[src/oec_pkg.sv]
/*
 * oec_pkg: shared types and constants of the output-enable controller.
 * assumes a 10 MHz controller clock; setpoints are opaque words.
 */
package oec_pkg;

	// ==========================================================
	// widths and timing
	localparam int OEC_SET_W        = 16;
	localparam int OEC_CLK_HZ       = 10_000_000;
	localparam int OEC_LATCH_US     = 100;
	localparam int OEC_LATCH_CYC    = (OEC_LATCH_US * (OEC_CLK_HZ / 1000)
		+ 999) / 1000;
	localparam int OEC_PACK_MS      = 500;
	localparam int OEC_PACK_CYC     = OEC_PACK_MS * (OEC_CLK_HZ / 1000);
	localparam int OEC_LOW_PROT     = 1;
	localparam logic [15:0] OEC_ERR_CMD = 16'hFF9C;

	// ==========================================================
	// modes and commands
	typedef enum logic [2:0] {
		high_level_on_mode,
		low_level_on_mode,
		high_level_off_mode,
		low_level_off_mode,
		latched_low_off_mode,
		pin_disabled_mode
	} oec_pin_mode_t;

	localparam oec_pin_mode_t OEC_PIN_MODE_RST = high_level_off_mode;

	typedef enum logic [2:0] {
		grp_interface,
		grp_serial,
		grp_limits,
		grp_contrast,
		grp_output
	} oec_group_t;

	typedef enum logic [1:0] {
		pk_backup,
		pk_erase_main,
		pk_write_back,
		pk_erase_backup
	} oec_pack_step_t;

	// ==========================================================
	// carriers
	typedef struct packed {
		logic [OEC_SET_W-1:0] volt;
		logic [OEC_SET_W-1:0] curr;
		logic [OEC_SET_W-1:0] vprot;
		logic [OEC_SET_W-1:0] cprot;
	} oec_setp_t;

	typedef struct packed {
		logic [4:0] gpib_addr;
		logic       language;
		logic [7:0] sys_set;
		logic [2:0] serial_state;
		logic [3:0] baud;
		logic       pace;
		logic       echo;
		logic [OEC_SET_W-1:0] vlim;
		logic [OEC_SET_W-1:0] clim;
		logic [OEC_SET_W-1:0] vprot_max;
		logic [OEC_SET_W-1:0] cprot_max;
		logic [3:0] contrast;
		logic       background;
		logic [1:0] load_type;
	} oec_cfg_t;

endpackage

[src/oec_pack_seq.sv]
/*
 * oec_pack_seq: flash pack sequencer, four timed steps.
 * assumes the storage performs each step while the step code is shown.
 */
`timescale 1ns/1ps
module oec_pack_seq #(
	parameter int STEP_CYC = oec_pkg::OEC_PACK_CYC / 4
) (
	input  wire logic                    clk,
	input  wire logic                    arst_n,
	input  wire logic                    start,
	output logic                         busy,
	output oec_pkg::oec_pack_step_t      step,
	output logic                         done
);
	import oec_pkg::*;

	// ==========================================================
	// step sequence; total stays within the pack time
	logic [31:0]     cnt_r;
	oec_pack_step_t  step_r;
	logic            busy_r;
	logic            done_r;

	always_ff @(posedge clk or negedge arst_n)
	begin
		if (!arst_n)
		begin
			cnt_r  <= '0;
			step_r <= pk_backup;
			busy_r <= 1'b0;
			done_r <= 1'b0;
		end
		else
		begin
			done_r <= 1'b0;
			if (!busy_r)
			begin
				if (start)
				begin
					busy_r <= 1'b1;
					step_r <= pk_backup;
					cnt_r  <= '0;
				end
			end
			else if (cnt_r == 32'(STEP_CYC - 1))
			begin
				cnt_r <= '0;
				unique case (step_r)
					pk_backup:     step_r <= pk_erase_main;
					pk_erase_main: step_r <= pk_write_back;
					pk_write_back: step_r <= pk_erase_backup;
					pk_erase_backup:
					begin
						busy_r <= 1'b0;
						done_r <= 1'b1;
					end
				endcase
			end
			else
				cnt_r <= cnt_r + 32'h1;
		end
	end

	assign busy = busy_r;
	assign step = step_r;
	assign done = done_r;

endmodule // oec_pack_seq

[src/oec_output_ctrl.sv]
/*
 * oec_output_ctrl: output enable, setpoint save/restore, remote pin
 * modes, group saves to storage, pack, list count check.
 * assumes commands are single-cycle strobes, synchronous to clk.
 */
// Functional notes
// - high-on mode: pin high on, low off
// - low-on mode: pin low on, high off
// - high-off mode: high forces off, else request
// - low-off mode: low forces off, else request
// - latched mode: low 100us turns off
// - disabled mode ignores the pin
// - level-on modes ignore key and commands
// - default pin mode is high-off
// - pin mode persists only after interface save
// - mode query returns configured mode
// - state query: 1 on, 0 off
// - state command boolean enables or disables
// - local-to-remote keeps output state
// - output-off first saves programmed setpoints; active loads skip the save
// - off: zero main channel, low protection; active loads keep their setpoints
// - output-on restores saved setpoints
// - setpoint queries return saved values while off
// - interface and serial group save contents
// - limits, contrast, output group contents
// - pack: backup, erase, write, erase backup
// - sample list needs loop count one
`timescale 1ns/1ps
module oec_output_ctrl #(
	parameter int LATCH_CYC = oec_pkg::OEC_LATCH_CYC,
	parameter int PACK_CYC  = oec_pkg::OEC_PACK_CYC
) (
	input  wire logic                    clk,
	input  wire logic                    arst_n,
	input  wire logic                    remote_pin,
	input  wire logic                    key_standby,
	input  wire logic                    out_cmd_stb,
	input  wire logic                    out_cmd_on,
	input  wire logic                    remote_pin_mode_command,
	input  oec_pkg::oec_pin_mode_t       pin_mode_in,
	input  wire logic                    is_remote,
	input  wire logic                    current_source,
	input  wire logic                    active_load,
	input  wire logic                    setp_wr,
	input  oec_pkg::oec_setp_t           setp_in,
	input  oec_pkg::oec_cfg_t            cfg_live,
	input  oec_pkg::oec_cfg_t            cfg_nv,
	input  oec_pkg::oec_pin_mode_t       pin_mode_nv,
	input  wire logic                    config_save_command,
	input  oec_pkg::oec_group_t          save_group,
	input  wire logic                    pack_cmd,
	input  wire logic                    list_run,
	input  wire logic                    list_has_sample,
	input  wire logic [15:0]             list_count,
	output logic                         out_en,
	output oec_pkg::oec_pin_mode_t       pin_mode,
	output oec_pkg::oec_setp_t           setp_work,
	output oec_pkg::oec_setp_t           setp_query,
	output oec_pkg::oec_cfg_t            cfg_store,
	output oec_pkg::oec_pin_mode_t       pin_mode_store,
	output logic                         store_wr,
	output logic                         pack_busy,
	output oec_pkg::oec_pack_step_t      pack_step,
	output logic                         pack_done,
	output logic                         list_go,
	output logic                         err_stb,
	output logic [15:0]                  err_code
);
	import oec_pkg::*;

	// ==========================================================
	// state
	logic            out_r;
	oec_pin_mode_t   mode_r;
	oec_setp_t       saved_r;
	oec_setp_t       work_r;
	oec_cfg_t        store_r;
	oec_pin_mode_t   mode_store_r;
	logic            store_wr_r;
	logic            loaded_r;
	logic [31:0]     low_cnt_r;
	logic            low_trip;
	logic            req_valid;
	logic            req_on;
	logic            out_nxt;
	logic            err_r;
	logic            go_r;
	logic            level_mode;
	logic            prev_remote_r;

	// ==========================================================
	// pin mode and power-up load
	// the stored mode is caught after reset release, not under reset
	always_ff @(posedge clk or negedge arst_n)
	begin
		if (!arst_n)
		begin
			mode_r   <= OEC_PIN_MODE_RST;
			loaded_r <= 1'b0;
		end
		else if (!loaded_r)
		begin
			mode_r   <= pin_mode_nv;
			loaded_r <= 1'b1;
		end
		else if (remote_pin_mode_command)
			mode_r <= pin_mode_in;
	end

	assign pin_mode = mode_r;

	// ==========================================================
	// latched mode low timer
	always_ff @(posedge clk or negedge arst_n)
	begin
		if (!arst_n)
			low_cnt_r <= '0;
		else if (remote_pin || mode_r != latched_low_off_mode)
			low_cnt_r <= '0;
		else if (low_cnt_r != 32'(LATCH_CYC))
			low_cnt_r <= low_cnt_r + 32'h1;
	end

	assign low_trip = (low_cnt_r == 32'(LATCH_CYC - 1)) && !remote_pin;

	// ==========================================================
	// output state
	assign level_mode = (mode_r == high_level_on_mode) ||
		(mode_r == low_level_on_mode);
	// key toggles; command sets from its boolean
	assign req_valid = (out_cmd_stb || key_standby) && !level_mode;
	assign req_on    = out_cmd_stb ? out_cmd_on : !out_r;

	always_comb
	begin
		out_nxt = out_r;
		if (req_valid)
			out_nxt = req_on;
		unique case (mode_r)
			high_level_on_mode:   out_nxt = remote_pin;
			low_level_on_mode:    out_nxt = !remote_pin;
			high_level_off_mode:
				if (remote_pin)
					out_nxt = 1'b0;
			low_level_off_mode:
				if (!remote_pin)
					out_nxt = 1'b0;
			latched_low_off_mode:
				if (low_trip)
					out_nxt = 1'b0;
			pin_disabled_mode:    out_nxt = out_nxt;
			default:              out_nxt = out_nxt;
		endcase
	end

	// remote entry is not an event here, so state simply holds
	always_ff @(posedge clk or negedge arst_n)
	begin
		if (!arst_n)
		begin
			out_r         <= 1'b1;
			prev_remote_r <= 1'b0;
		end
		else
		begin
			prev_remote_r <= is_remote;
			out_r         <= out_nxt;
		end
	end

	assign out_en = out_r;

	// ==========================================================
	// setpoints: save on off, restore on on
	// active loads keep their setpoints; the host zeroes current itself
	always_ff @(posedge clk or negedge arst_n)
	begin
		if (!arst_n)
		begin
			saved_r <= '0;
			work_r  <= '0;
		end
		else if (out_r && !out_nxt)
		begin
			if (!active_load)
			begin
				saved_r <= work_r;
				work_r  <= work_r;
				if (current_source)
				begin
					work_r.curr  <= '0;
					work_r.vprot <= OEC_SET_W'(OEC_LOW_PROT);
				end
				else
				begin
					work_r.volt  <= '0;
					work_r.cprot <= OEC_SET_W'(OEC_LOW_PROT);
				end
			end
		end
		else if (!out_r && out_nxt)
		begin
			if (!active_load)
				work_r <= saved_r;
		end
		else if (setp_wr)
		begin
			if (out_r || active_load)
				work_r <= setp_in;
			else
				saved_r <= setp_in;
		end
	end

	assign setp_work  = work_r;
	assign setp_query = (!out_r && !active_load) ? saved_r : work_r;

	// ==========================================================
	// group saves into the storage image
	always_ff @(posedge clk or negedge arst_n)
	begin
		if (!arst_n)
		begin
			store_r      <= '0;
			mode_store_r <= OEC_PIN_MODE_RST;
			store_wr_r   <= 1'b0;
		end
		else if (!loaded_r)
		begin
			store_r      <= cfg_nv;
			mode_store_r <= pin_mode_nv;
			store_wr_r   <= 1'b0;
		end
		else
		begin
			store_wr_r <= config_save_command;
			if (config_save_command)
			begin
				unique case (save_group)
					grp_interface:
					begin
						store_r.gpib_addr <= cfg_live.gpib_addr;
						store_r.language  <= cfg_live.language;
						store_r.sys_set   <= cfg_live.sys_set;
						mode_store_r      <= mode_r;
					end
					grp_serial:
					begin
						store_r.serial_state <= cfg_live.serial_state;
						store_r.baud         <= cfg_live.baud;
						store_r.pace         <= cfg_live.pace;
						store_r.echo         <= cfg_live.echo;
					end
					grp_limits:
					begin
						store_r.vlim      <= cfg_live.vlim;
						store_r.clim      <= cfg_live.clim;
						store_r.vprot_max <= cfg_live.vprot_max;
						store_r.cprot_max <= cfg_live.cprot_max;
					end
					grp_contrast:
					begin
						store_r.contrast   <= cfg_live.contrast;
						store_r.background <= cfg_live.background;
					end
					grp_output:
						store_r.load_type <= cfg_live.load_type;
					default:
						store_r <= store_r;
				endcase
			end
		end
	end

	assign cfg_store      = store_r;
	assign pin_mode_store = mode_store_r;
	assign store_wr       = store_wr_r;

	// ==========================================================
	// pack sequencer
	oec_pack_seq #(
		.STEP_CYC (PACK_CYC / 4)
	) u_pack (
		.clk    (clk),
		.arst_n (arst_n),
		.start  (pack_cmd),
		.busy   (pack_busy),
		.step   (pack_step),
		.done   (pack_done)
	);

	// ==========================================================
	// list start check
	always_ff @(posedge clk or negedge arst_n)
	begin
		if (!arst_n)
		begin
			err_r <= 1'b0;
			go_r  <= 1'b0;
		end
		else
		begin
			err_r <= list_run && list_has_sample && list_count != 16'h0001;
			go_r  <= list_run && !(list_has_sample && list_count != 16'h0001);
		end
	end

	assign err_stb  = err_r;
	assign err_code = OEC_ERR_CMD;
	assign list_go  = go_r;

endmodule // oec_output_ctrl

[config.mk]
export PLATFORM = sky130hd
export DESIGN_NAME = oec_output_ctrl
export DESIGN_NICKNAME = d
export VERILOG_FILES = /design/src/oec_pkg.sv /design/src/oec_pack_seq.sv /design/src/oec_output_ctrl.sv
export SDC_FILE = /design/constraint.sdc
export NUM_CORES = 1
export LEC_CHECK = 0
export ABC_AREA = 1
export BUFFER_PORTS_ARGS = -buffer_cell sky130_fd_sc_hd__buf_2
export CORE_AREA = 2 2 211 213
export DETAILED_ROUTE_END_ITERATION = 12
export DIE_AREA = 0 0 213 215
export PLACE_DENSITY_LB_ADDON = 0.2
export REMOVE_ABC_BUFFERS = 1
export SETUP_SLACK_MARGIN = 0.15
export SLEW_MARGIN = 40
export SYNTH_ARGS = -nofsm -noshare
export SYNTH_HDL_FRONTEND = slang
export SYNTH_SLANG_ARGS = --single-unit
[constraint.sdc]
create_clock -name clk -period 3.6 [get_ports clk]
set_clock_uncertainty 0.2 [all_clocks]
set_input_delay 0 -clock clk [delete_from_list [all_inputs] [get_ports clk]]
set_output_delay 0 -clock clk [all_outputs]
set_load 0.03 [all_outputs]
==> summary.txt, run 1 <==
Route
  – Vias per cell: between 5 and 6
  – Via Count: between 15k and 20k
  – Antenna viol nets, final: 0
  – Final WL: between 50,000 and 60,000 µm
  – WL/cell: about 17 µm
  – DRT Pass-1 Iters: 5
  – DRT iter0 DRCs: 1,286
  – Post-route DRC: 0

Job
  – Max Cap Viol: 0

Floorplanning
  – Die area: ~46,000 µm²
  – Chip Width: 213 µm
  – I/O pins: ~540
  – Die H: around 220 µm
  – Initial Utilization: 0.373
  – Core box area: 43,600 µm²
  – Row count: 77

Power and ir drop
  – Cell Pwr Density: 637 nW/µm²
  – Static Leak: about 11 nW
  – Total power: about 15 mW
  – Peak supply drop: 0.377 mV

Worst hold path
  – Hold_sp: config_save_command
  – Hold Crit Class: primary input to flip-flop
  – Min-Delay Path Depth: 4
  – Hold Path Sink: store_wr

Finish
  – Syn-to-layout area delta: 44.9%
  – Footprint of the multi-input gates: 7250 µm²
  – Final net count: ~3.2k
  – Share of cells above drive strength 1: 0.224
  – Post-layout util: 0.540
  – FF/Latch Area: 7540 µm²
  – Fillcell total: around 4.1k
  – Design area: 23,600 µm²
  – Layout Cells excl Fill: around 3.5k

GRT
  – Total grt overflow: 0
  – First-pass GRT wire length: roughly 92,000 µm
  – Gr usage total: 0.248
  – Pin count of the biggest net entering global routing: about 160
  – Initial antenna violation count: 4
  – Vias in the first global route: about 18k

Synth
  – Post-synthesis compound-gate area fraction: 0.177
  – Main combinational cell family by area after synthesis: simple AND/OR/NAND/NOR gates
  – Syn Area/Cell: between 7 and 8 µm²
  – Number of distinct library cells after synthesis: between 40 and 50
  – Ys Warns: 0
  – Post-synthesis async set-or-reset flop share: 1.00
  – Yosys reg bits: 301
  – Sequential fraction of the synthesis area: 0.463
  – Post-synthesis simple-gate area fraction: 0.242
  – Post-synthesis adder-cell area fraction: 0.00846
  – Prevailing post-synth register cell: dfrtp_1
  – Post-Synth XOR/XNOR Area: 0.0113
  – Mux share of post-synthesis cell area: 0.000615
  – Post-synth EDFFs: 0
  – Mapped cell area: around 16,000 µm²
  – Post-synthesis cell count: between 2k and 2.5k

Timing
  – RSZ-0062 raised after global routing: false
  – Minimum clock period: around 3.2 ns
  – Relative slew slack: 0.554
  – Hold_ws: 0.0391 ns
  – # setup viols final: 0
  – Final Slew Violations: 0
  – Fmax: just over 0.3 GHz
  – Final Hold Viols: 0
  – Slew of the pin with the lowest slew margin: 0.669 ns
  – Period utilization: 0.893
  – Final worst slack: a little under 0.4 ns
  – Final setup TNS: 0 ns

Run status
  – Outcome: completed

Worst setup path
  – R2R Path End: saved_r[32]
  – R2R Setup Slk: ~0.39 ns
  – R2R cell count: 15
  – CP arrival: around 3.5 ns
  – Slowest cell on crit path: dfstp_2
  – Crit path max-delay family: buffers and inverters
  – Critical path capture point type: flip-flop
  – CP Depth: 15
  – Reg-to-reg critical path startpoint: out_en
  – Critical path class: flip-flop to flip-flop
  – Critical path buffers and inverters: 6
  – Worst-path cell chain: inv_1 > mux2i_1 > inv_1 > o21ai_0 > inv_1 > nand2_2 > nand2_1 > inv_1 > ha_4 > nor2_1 > nor3_2 > clkbuf_16 > nand3_1 > dlygate4sd3_1 > nand2_1
  – Crit Path Max Fanout: 33
  – Req. time, crit path: around 3.9 ns
  – Setup crit start kind: flip-flop
  – Slowest stage delay, CP: around 0.61 ns
  – Most numerous cell on the critical path: inv_1

Clock network
  – CTS tree: done
  – CTS root buf: clkbuf_16
  – H-tree depth: 2
  – Num CTS Buffers: 37
  – Clock Pin Slew Worst Setup and Hold Paths: roughly 0.06 ns
  – CTS Buffer Depth: 3
  – Clock sink count: between 300 and 400
  – Clock latency on the worst-skew pair: between 0.5 and 0.6 ns

Placement
  – Dpl cells: between 3k and 4k
  – Placement Setup Slack: approximately 0.55 ns
  – DP Area: 19,300 µm²
  – Post-DP HPWL: ~38,000 µm
  – Placer congestion estimate: 0.867
  – Port Buf Inserts: around 530
placed cells by master, fill, tap and decap left out, types with 3 or more instances in the layout:
cell           netlist  routed
nand2_2              3       3
o21ai_1             15      15
xnor2_1              3       3
clkbuf_8             0       7
a31oi_1             99      99
inv_2                3       4
dlygate4sd3_1        0     293
o211ai_1            64      64
xor2_1              18      18
nor2_1             192     191
o22ai_1             18      18
buf_12               7      13
nand3_2              3       3
nor2_2               7       7
nor3_2               3       4
clkinv_2             0       5
nor4_1              16      16
buf_2               19     525
o21ai_0            217     217
nand4_1             20      20
ha_1                11      10
nor3_1              24      23
conb_1               2      17
or2_2                3       3
a21oi_1             77      77
nand3_1             97      97
inv_1              201     199
nand2_4              2       3
buf_4               16      14
nor2_4               2       3
dfrtp_1            298     297
dfstp_2              3       3
clkbuf_16            0      41
clkbuf_1            84      12
nand2_1            574     573
cells in the mapped netlist (2+ instances only):
cell,instances,area share
a21oi_1,77,0.024
nand2_4,2,0.0014
conb_1,2,0.00046
nand4_1,20,0.0077
inv_2,3,0.00069
nor3b_1,2,0.00092
buf_6,6,0.0042
buf_1,7,0.0016
a31oi_1,99,0.038
nor3_1,24,0.0074
xnor2_1,3,0.0016
or2_2,3,0.0012
ha_1,11,0.0085
clkbuf_4,6,0.0028
buf_4,16,0.0074
nand3_2,3,0.0018
and3_1,2,0.00077
dfstp_2,3,0.0048
o22ai_1,18,0.0069
nor2_1,192,0.044
buf_2,19,0.0058
a2bb2oi_1,2,0.0011
clkbuf_1,84,0.019
buf_12,7,0.0086
nand2_2,3,0.0012
nor4_1,16,0.0062
o311ai_0,2,0.0011
nand3_1,97,0.030
o21ai_1,15,0.0046
dfrtp_1,298,0.46
nor2_4,2,0.0014
inv_1,201,0.046
xor2_1,18,0.0097
nor3_2,3,0.0018
nor2_2,7,0.0027
nand2_1,574,0.13
o211ai_1,64,0.030
o21ai_0,217,0.067
cells by family (layout without fill, tap and decap cells):
logic type,Yosys count,count (layout)
AOI/OAI and AO/OA,502,502
xor gates and xnor gates,21,21
adders and majority gates,11,11
buffers and inverters,349,1121
DFF,301,301
muxes,1,1
other,2,18
and+or+nand+nor,951,951
area by class of cell:
cell class,instances,share of cell area
Sequential cell,301,0.320
Tap cell,592,0.0314
Clock inverter,8,0.00409
Multi-Input combinational cell,1503,0.308
Clock buffer,58,0.0474
Timing Repair Buffer,851,0.257
Inverter,204,0.0325
Antenna cell,1,0.000106
flip-flops by register name (all words and copies together) (netlist names), 2 cells and up:
| signal | cells |
|---|---|
| cfg_store | 94 |
| saved_r | 64 |
| setp_work | 64 |
| low_cnt_r | 32 |
| u_pack.cnt_r | 32 |
| pin_mode | 3 |
| pin_mode_store | 3 |
| u_pack.step | 2 |
report_power, final:
part	internal [mW]	switching [mW]
sequential	4.26	0.675
clock	2.27	1.50
combinational	2.01	4.30
total	8.55	6.47
worst register-to-register path, cell delays in order, from the launching register on:
cell and delay, ns:
dfstp_2 0.61, inv_1 0.12, mux2i_1 0.14, inv_1 0.05, o21ai_0 0.14, inv_1 0.06
nand2_2 0.08, nand2_1 0.11, inv_1 0.11, ha_4 0.19, nor2_1 0.07, nor3_2 0.20
clkbuf_16 0.27, nand3_1 0.15, dlygate4sd3_1 0.58, nand2_1 0.07
worst max-delay path by stage:
stage,start,to
after CTS,out_en,saved_r[41]
final,out_en,saved_r[32]
after global routing,low_cnt_r[22],saved_r[32]
after floorplan,out_en,saved_r[0]
after global placement,out_en,setp_work[13]
after detailed placement,low_cnt_r[22],setp_work[13]
what timing repair did:
item	in CTS	in global routing
setup buffers	0	2
endpoints found under the setup margin	0	7
gates resized for setup	0	2
hold buffers	294	0
hold endpoints to repair	561	0
metal layers:
layer | GRT usage | up-vias | wire [µm]
met5 | 0 | - | 25
met4 | 0.121 | 4 | 2820
met3 | 0.0422 | 140 | 3740
met2 | 0.416 | 674 | 28000
met1 | 0.309 | 8602 | 24100
li1 | - | 8565 | -
(Power assumes the default switching activity.)
==> run 2: changes to the inputs <==
--- a/config.mk
+++ b/config.mk
@@ -5,11 +5,13 @@
 export SDC_FILE = /design/constraint.sdc
 export NUM_CORES = 1
 export LEC_CHECK = 0
-export ABC_AREA = 1
 export BUFFER_PORTS_ARGS = -buffer_cell sky130_fd_sc_hd__buf_2
-export CORE_AREA = 2 2 211 213
+export CELL_PAD_IN_SITES_DETAIL_PLACEMENT = 1
+export CELL_PAD_IN_SITES_GLOBAL_PLACEMENT = 2
+export CORE_MARGIN = 2
+export CORE_UTILIZATION = 31
 export DETAILED_ROUTE_END_ITERATION = 12
-export DIE_AREA = 0 0 213 215
+export HOLD_SLACK_MARGIN = 0.05
 export PLACE_DENSITY_LB_ADDON = 0.2
 export REMOVE_ABC_BUFFERS = 1
 export SETUP_SLACK_MARGIN = 0.15
==> run 2 against run 1 <==
Global-route usage is 1.3 points lower. Critical path type unchanged. First-iteration DRC count is 48% lower. Critical endpoint is now setp_work[50]. Largest power group unchanged. Worst hold slack better by 0.049 ns. Non-clock buffer count is 74 higher. Sequential cell count stayed put. Register-to-register slack worse by 0.36 ns. Clock power is 5.6% higher. Largest cell class is now multi-input combinational cells.
==> summary.txt, run 2 <==
Run status
  – Outcome: completed

Synth
  – Yosys reg bits: roughly 300
  – Ys Warns: 0
  – Mapped cell area: between 15,000 and 20,000 µm²
  – Post-Synth XOR/XNOR Area: 0.0149
  – Post-synthesis simple-gate area fraction: 0.117
  – Synth top area share: 0.471
  – Syn Area/Cell: between 10 and 15 µm²
  – Prevailing post-synth register cell: dfrtp_1
  – Most frequent cell after synthesis: dfrtp_1
  – Post-synthesis async set-or-reset flop share: 1.00
  – Sequential fraction of the synthesis area: 0.476
  – Number of distinct library cells after synthesis: 55
  – Top cells by area, synth: dfrtp_1, mux2_2, mux2i_1
  – Main combinational cell family by area after synthesis: multiplexers
  – Post-synthesis adder-cell area fraction: 0.00869
  – Post-synthesis compound-gate area fraction: 0.100
  – Post-synthesis cell count: around 1.5k
  – Synth area leader: dfrtp_1
  – Mux share of post-synthesis cell area: 0.244
  – Post-synth top cells: dfrtp_1, mux2_2, mux2i_1
  – Post-synth EDFFs: 0

Route
  – DRT iter0 DRCs: 665
  – WL/cell: around 22 µm
  – DRT Pass-1 Iters: 5
  – Antenna viol nets, final: 0
  – Via Count: 15.4k
  – Vias per cell: ~5.0
  – Post-route DRC: 0
  – Final WL: roughly 67,000 µm

Floorplanning
  – Die H: 230 µm
  – Chip Width: ~230 µm
  – Core box area: 50,300 µm²
  – Row count: 82
  – I/O pins: 544
  – Initial Utilization: 0.315
  – Die area: 52,900 µm²

Power and ir drop
  – NetSw: 6.95 mW
  – Comb power frac: 0.455
  – Clock Power Share: 0.237
  – Static Leak: 11.5 nW
  – Internal: just under 10 mW
  – Peak supply drop: between 0.3 and 0.4 mV
  – Cell Pwr Density: 663 nW/µm²
  – Sequential Power Share: 0.308
  – Sw Ratio: 0.413

Timing
  – RSZ-0062 raised after global routing: true
  – Fmax: 0.280 GHz
  – Hold_ws: roughly 0.09 ns
  – Final Slew Violations: 0
  – Minimum clock period: 3.58 ns
  – Slew of the pin with the lowest slew margin: 0.750 ns
  – Final Hold Viols: 0
  – # setup viols final: 0
  – Relative slew slack: 0.500
  – Period utilization: 0.994

Finish
  – Final net count: between 2k and 3k
  – Footprint of the multi-input gates: between 8000 and 9000 µm²
  – Fillcell total: between 5k and 6k
  – Most common cell after layout, fill and taps aside: buf_2
  – Share of cells above drive strength 1: 0.410
  – Max FFs per register: 94
  – Syn-to-layout area delta: 60.2%
  – FF/Latch Area: roughly 7500 µm²
  – Most frequent cells in the layout: buf_2, dlygate4sd3_1, dfrtp_1, mux2_2, mux2i_1
  – Post-layout util: 0.505

Clock network
  – CTS root buf: clkbuf_16
  – CTS tree: done
  – Clock sink count: 301
  – CTS Buffer Depth: 3
  – Clock Pin Slew Worst Setup and Hold Paths: approximately 0.060 ns
  – Clock latency on the worst-skew pair: between 0.5 and 0.6 ns
  – Num CTS Buffers: 38
  – H-tree depth: 2

Worst setup path
  – CP Depth: 9
  – Critical path capture point type: flip-flop
  – CP arrival: around 3.8 ns
  – Req. time, crit path: between 3 and 4 ns
  – R2R cell count: 9
  – Worst-path cell chain: or4_4 > or4_4 > a32o_2 > ha_4 > a221o_1 > buf_6 > a221o_4 > clkbuf_16 > o31ai_2
  – Most numerous cell on the critical path: or4_4
  – Crit Path Max Fanout: 8
  – Slowest cell on crit path: or4_4
  – Critical path class: flip-flop to flip-flop
  – Critical path buffers and inverters: 2
  – Slowest stage delay, CP: ~0.58 ns
  – Crit path max-delay family: compound AO/OA/AOI/OAI gates
  – Setup crit start kind: flip-flop

Placement
  – Post-DP HPWL: about 42,000 µm
  – Placer congestion estimate: 0.852
  – Port Buf Inserts: roughly 530

Job
  – Max Cap Viol: 0

GRT
  – Vias in the first global route: around 17k
  – Gr usage total: 0.235
  – Total grt overflow: 0
  – Initial antenna violation count: 12
  – First-pass GRT wire length: just under 100,000 µm
  – Pin count of the biggest net entering global routing: a little under 90

Worst hold path
  – Min-Delay Path Depth: 4
  – Hold Crit Class: primary input to flip-flop
-- run 2: cell type report --
cell class,count,share of cell area
inverters,18,0.00266
repair buffers,925,0.273
multi-input cells,1066,0.343
flip-flops and latches,301,0.297
well taps,672,0.0331
clock buffers,56,0.0441
clock inverters,10,0.00606
diodes,12,0.00118
-- run 2: worst register-to-register path, cell delays in order, from the launching register on --
cell,delay (ns)
dfrtp_1,0.41
or4_4,0.58
or4_4,0.44
a32o_2,0.29
ha_4,0.22
a221o_1,0.35
buf_6,0.13
a221o_4,0.43
clkbuf_16,0.23
o31ai_2,0.21
-- run 2: logic make-up (layout without fill, tap and decap cells) --
logic type | Yosys count | after routing
AOI/OAI and AO/OA | 257 | 257
and+or+nand+nor | 392 | 392
DFF | 301 | 301
adders and majority gates | 11 | 11
other | 2 | 29
xor gates and xnor gates | 27 | 27
buffers and inverters | 139 | 1009
muxes | 362 | 362
-- run 2: power by group through the flow --
stage / sequential, mW / clock (mW) / combinational, mW
6_report: 5.18 / 3.98 / 7.66
5_1_grt: 5.31 / 4.22 / 8.07
4_1_cts: 5.05 / 4.09 / 6.58
3_5_place_dp: 5.10 / 0 / 5.91
3_3_place_gp: 5.05 / 0 / 5.81
2_1_floorplan: 5.76 / 0 / 3.12
-- run 2: metal layers --
metal	GRT usage	share of wire
met1	0.294	0.41
met2	0.392	0.48
met3	0.0587	0.066
met4	0.0875	0.038
met5	0	0.00020
-- run 2: through the flow --
step | power, mW | setup TNS (ns) | cell area, µm² | setup slack [ns] | cells
3_5_place_dp | 11.0 | -5.78 | 19500 | -0.115 | 2635
3_3_place_gp | 10.9 | 0 | 19400 | 0.0607 | 2634
6_report | 16.8 | 0 | 25400 | 0.0229 | 3060
2_1_floorplan | 8.89 | -1044.84 | 15300 | -8.52 | 1385
4_1_cts | 15.7 | 0 | 24200 | 0.0370 | 3028
5_1_grt | 17.6 | -9.57 | 25400 | -0.118 | 3058
-- run 2: timing repair --
action	CTS	global route
hold endpoints to repair	566	0
hold buffers	316	0
pin swaps	1	64
resized for setup	31	155
gates cloned	3	12
setup endpoints to repair	128	137
buffers inserted	8	8
-- run 2: worst paths after layout --
kind,from,to,slack [ns]
worst min register to register,u_pack.cnt_r[28],u_pack.cnt_r[28],0.31
worst min-delay path,cfg_live[87],cfg_store[87],0.09
min in group asynchronous,arst_n,cfg_store[72],0.43
max in group asynchronous,arst_n,low_cnt_r[14],2.01
worst max register to register,low_cnt_r[27],setp_work[50],0.02
worst max-delay path,low_cnt_r[27],setp_work[50],0.02
==> run 3: changes to the inputs <==
--- a/config.mk
+++ b/config.mk
@@ -8,7 +8,7 @@
 export BUFFER_PORTS_ARGS = -buffer_cell sky130_fd_sc_hd__buf_2
 export CELL_PAD_IN_SITES_DETAIL_PLACEMENT = 1
 export CELL_PAD_IN_SITES_GLOBAL_PLACEMENT = 2
-export CORE_MARGIN = 2
+export CORE_MARGIN = 5
 export CORE_UTILIZATION = 31
 export DETAILED_ROUTE_END_ITERATION = 12
 export HOLD_SLACK_MARGIN = 0.05
@@ -18,4 +18,5 @@
 export SLEW_MARGIN = 40
 export SYNTH_ARGS = -nofsm -noshare
 export SYNTH_HDL_FRONTEND = slang
+export SYNTH_HIERARCHICAL = 1
 export SYNTH_SLANG_ARGS = --single-unit
==> run 3 against run 2 <==
Sequential share of layout area down 1.4 points. Clock-buffer cell count up 5. Sequential cell count unchanged. Worst hold slack better by 0.011 ns. Power up 5.6%. Die area up 20%. Area after synthesis up 14%. Largest cell class unchanged.
==> summary.txt, run 3 <==
Run status
  – Outcome: completed

Worst setup path
  – R2R Path End: setp_work[18]
  – Critical path class: flip-flop to flip-flop
  – R2R Setup Slk: about 0.17 ns
  – CP arrival: 3.68 ns
  – R2R cell count: 11
  – Crit Path Max Fanout: 8
  – Reg-to-reg critical path startpoint: low_cnt_r[10]
  – Req. time, crit path: about 3.9 ns
  – Critical path capture point type: flip-flop
  – Setup crit start kind: flip-flop

Clock network
  – CTS tree: done
  – Clock Pin Slew Worst Setup and Hold Paths: roughly 0.060 ns
  – H-tree depth: 2
  – Num CTS Buffers: 39
  – CTS Buffer Depth: 3
  – Clock sink count: about 300
  – CTS root buf: clkbuf_16
  – Clock latency on the worst-skew pair: around 0.56 ns

Worst hold path
  – Hold Path Sink: cfg_store[22]
  – Min-Delay Path Depth: 4
  – Hold_sp: cfg_nv[22]
  – Hold Crit Class: primary input to flip-flop

Placement
  – Placement Setup Slack: 0.0605 ns
  – Port Buf Inserts: roughly 530
  – Post-DP HPWL: 48,200 µm
  – Placer congestion estimate: approximately 0.8

Route
  – Metal3 WL: approximately 4100 µm
  – Met2 wire len: 38,000 µm
  – DRT Pass-1 Iters: 5
  – WL/cell: between 20 and 25 µm
  – Via Count: roughly 18k
  – DRT iter0 DRCs: 898
  – Post-route DRC: 0
  – Antenna viol nets, final: 0
  – Metal-1 WL: around 33,000 µm
  – Final WL: a little under 80,000 µm
  – Max layer used: met5
  – Vias per cell: 5.34

GRT
  – First-pass GRT wire length: 117,000 µm
  – Pin count of the biggest net entering global routing: slightly above 100
  – Initial antenna violation count: 6
  – Total grt overflow: 0
  – Vias in the first global route: around 20k
  – Gr usage total: 0.228

Synth
  – Post-synthesis async set-or-reset flop share: 1.00
  – Number of distinct library cells after synthesis: between 60 and 70
  – Syn Area/Cell: around 9.6 µm²
  – Top cells by area, synth: dfrtp_1, mux2i_1, mux2_2
  – Post-synth top cells: nand2_1, dfrtp_1, mux2i_1
  – Most frequent cell after synthesis: nand2_1
  – Post-synthesis cell count: 1,889
  – Sequential fraction of the synthesis area: 0.416
  – Yosys reg bits: approximately 300
  – Post-synth EDFFs: 0
  – Ys Warns: 6
  – Synth top area share: 0.412
  – Prevailing post-synth register cell: dfrtp_1
  – Mapped cell area: ~18,000 µm²
  – Synth area leader: dfrtp_1

Timing
  – Final worst slack: 0.172 ns
  – Final setup TNS: 0 ns
  – Fmax: ~0.29 GHz
  – RSZ-0062 raised after global routing: true
  – Final Slew Violations: 0
  – Minimum clock period: roughly 3.4 ns
  – Period utilization: 0.952
  – # setup viols final: 0
  – Final Hold Viols: 0
  – Relative slew slack: 0.386
  – Slew of the pin with the lowest slew margin: approximately 0.9 ns

Floorplanning
  – Chip Width: roughly 250 µm
  – Row count: 88
  – Initial Utilization: 0.313
  – I/O pins: approximately 540
  – Die H: 252 µm
  – Core box area: 57,800 µm²
  – Die area: between 60,000 and 70,000 µm²

Finish
  – Most common cell after layout, fill and taps aside: buf_2
  – FF/Latch Area: 7540 µm²
  – Final net count: 2,967
  – Max FFs per register: 94
  – Syn-to-layout area delta: 47.2%
  – Footprint of the multi-input gates: 10,100 µm²
  – Share of cells above drive strength 1: 0.342
  – Fillcell total: 6,598
  – Most frequent cells in the layout: buf_2, dlygate4sd3_1, nand2_1, dfrtp_1, mux2i_1

Job
  – Max Cap Viol: 0

Power and ir drop
  – Clock Power Share: 0.234
  – Static Leak: 11.7 nW
  – Total power: 17.8 mW
  – Comb power frac: 0.466
  – Internal: approximately 10 mW
  – NetSw: 7.64 mW
  – Sw Ratio: 0.430
  – Sequential Power Share: 0.300
  – Cell Pwr Density: 667 nW/µm²
  – Peak supply drop: 0.405 mV
==> run 3: power by group through the flow <==
stage	Sequential [mW]	Clock [mW]	Combinational [mW]
final	5.33	4.15	8.27
after global routing	5.47	4.42	8.85
after CTS	5.30	4.28	7.71
after detailed placement	5.35	0	7.35
after global placement	5.29	0	7.12
after floorplan	5.97	0	4.15
==> run 3: critical path: stages, from the launching register on <==
cell	delay (ns)
dfrtp_1	0.39
nor4_2	0.32
nand4_1	0.27
nor4_4	0.37
or2_4	0.19
o21a_1	0.15
ha_4	0.18
nor3_2	0.05
a221o_1	0.31
a221o_4	0.46
buf_6	0.20
o31ai_2	0.24
==> run 3: logic make-up (layout without fill, tap and decap cells) <==
kind of cell               after synthesis  in the layout  share of synthesized area
and+or+nand+nor                        595            595                      0.148
AOI/OAI and AO/OA                      460            460                      0.190
DFF                                    301            301                      0.416
muxes                                  294            294                      0.172
buffers and inverters                  203            991                     0.0549
xor gates and xnor gates                24             24                     0.0116
adders and majority gates               10             10                    0.00691
other                                    2             21                   0.000415
==> run 3: worst max-delay path by stage <==
stage,start,endpoint,cells past startpoint
after floorplan,pin_mode[2],saved_r[0],9
after global placement,low_cnt_r[9],setp_work[43],11
after detailed placement,low_cnt_r[8],setp_work[62],11
after CTS,low_cnt_r[4],setp_work[62],11
after global routing,low_cnt_r[20],setp_work[18],11
final,low_cnt_r[10],setp_work[18],11
==> run 3: area by class of cell <==
| cell class | count | share of cell area |
|---|---|---|
| multi-input combinational | 1400 | 0.378 |
| sequential | 301 | 0.283 |
| timing repair buffer | 908 | 0.251 |
| clock buffer | 61 | 0.0462 |
| tap | 765 | 0.0359 |
| clock inverter | 7 | 0.00413 |
| inverter | 15 | 0.00211 |
| antenna | 4 | 0.000376 |
==> run 3: what timing repair did <==
item | CTS | global route
endpoints found under the hold margin | 566 | 0
setup endpoints to repair | 65 | 128
setup buffers | 1 | 15
pin swaps | 3 | 25
hold buffers | 317 | 0
resized for setup | 3 | 68
gates cloned | 0 | 7
==> run 3: per-stage QoR <==
step	util	hold slack [ns]	std cells	instance area [µm²]
2_1_floorplan	-	-0.496	1716	17200
3_3_place_gp	0.370	-0.0104	3048	21400
3_5_place_dp	0.371	-0.196	3049	21400
4_1_cts	0.450	0.0530	3435	26000
5_1_grt	0.461	0.0832	3461	26600
6_report	0.461	0.0991	3461	26600
==> run 3: per-layer routing <==
layer | vias up | GRT usage
li1 | 8538 | -
met5 | - | 0
met4 | 2 | 0.0780
met2 | 473 | 0.394
met3 | 147 | 0.0457
met1 | 9329 | 0.284
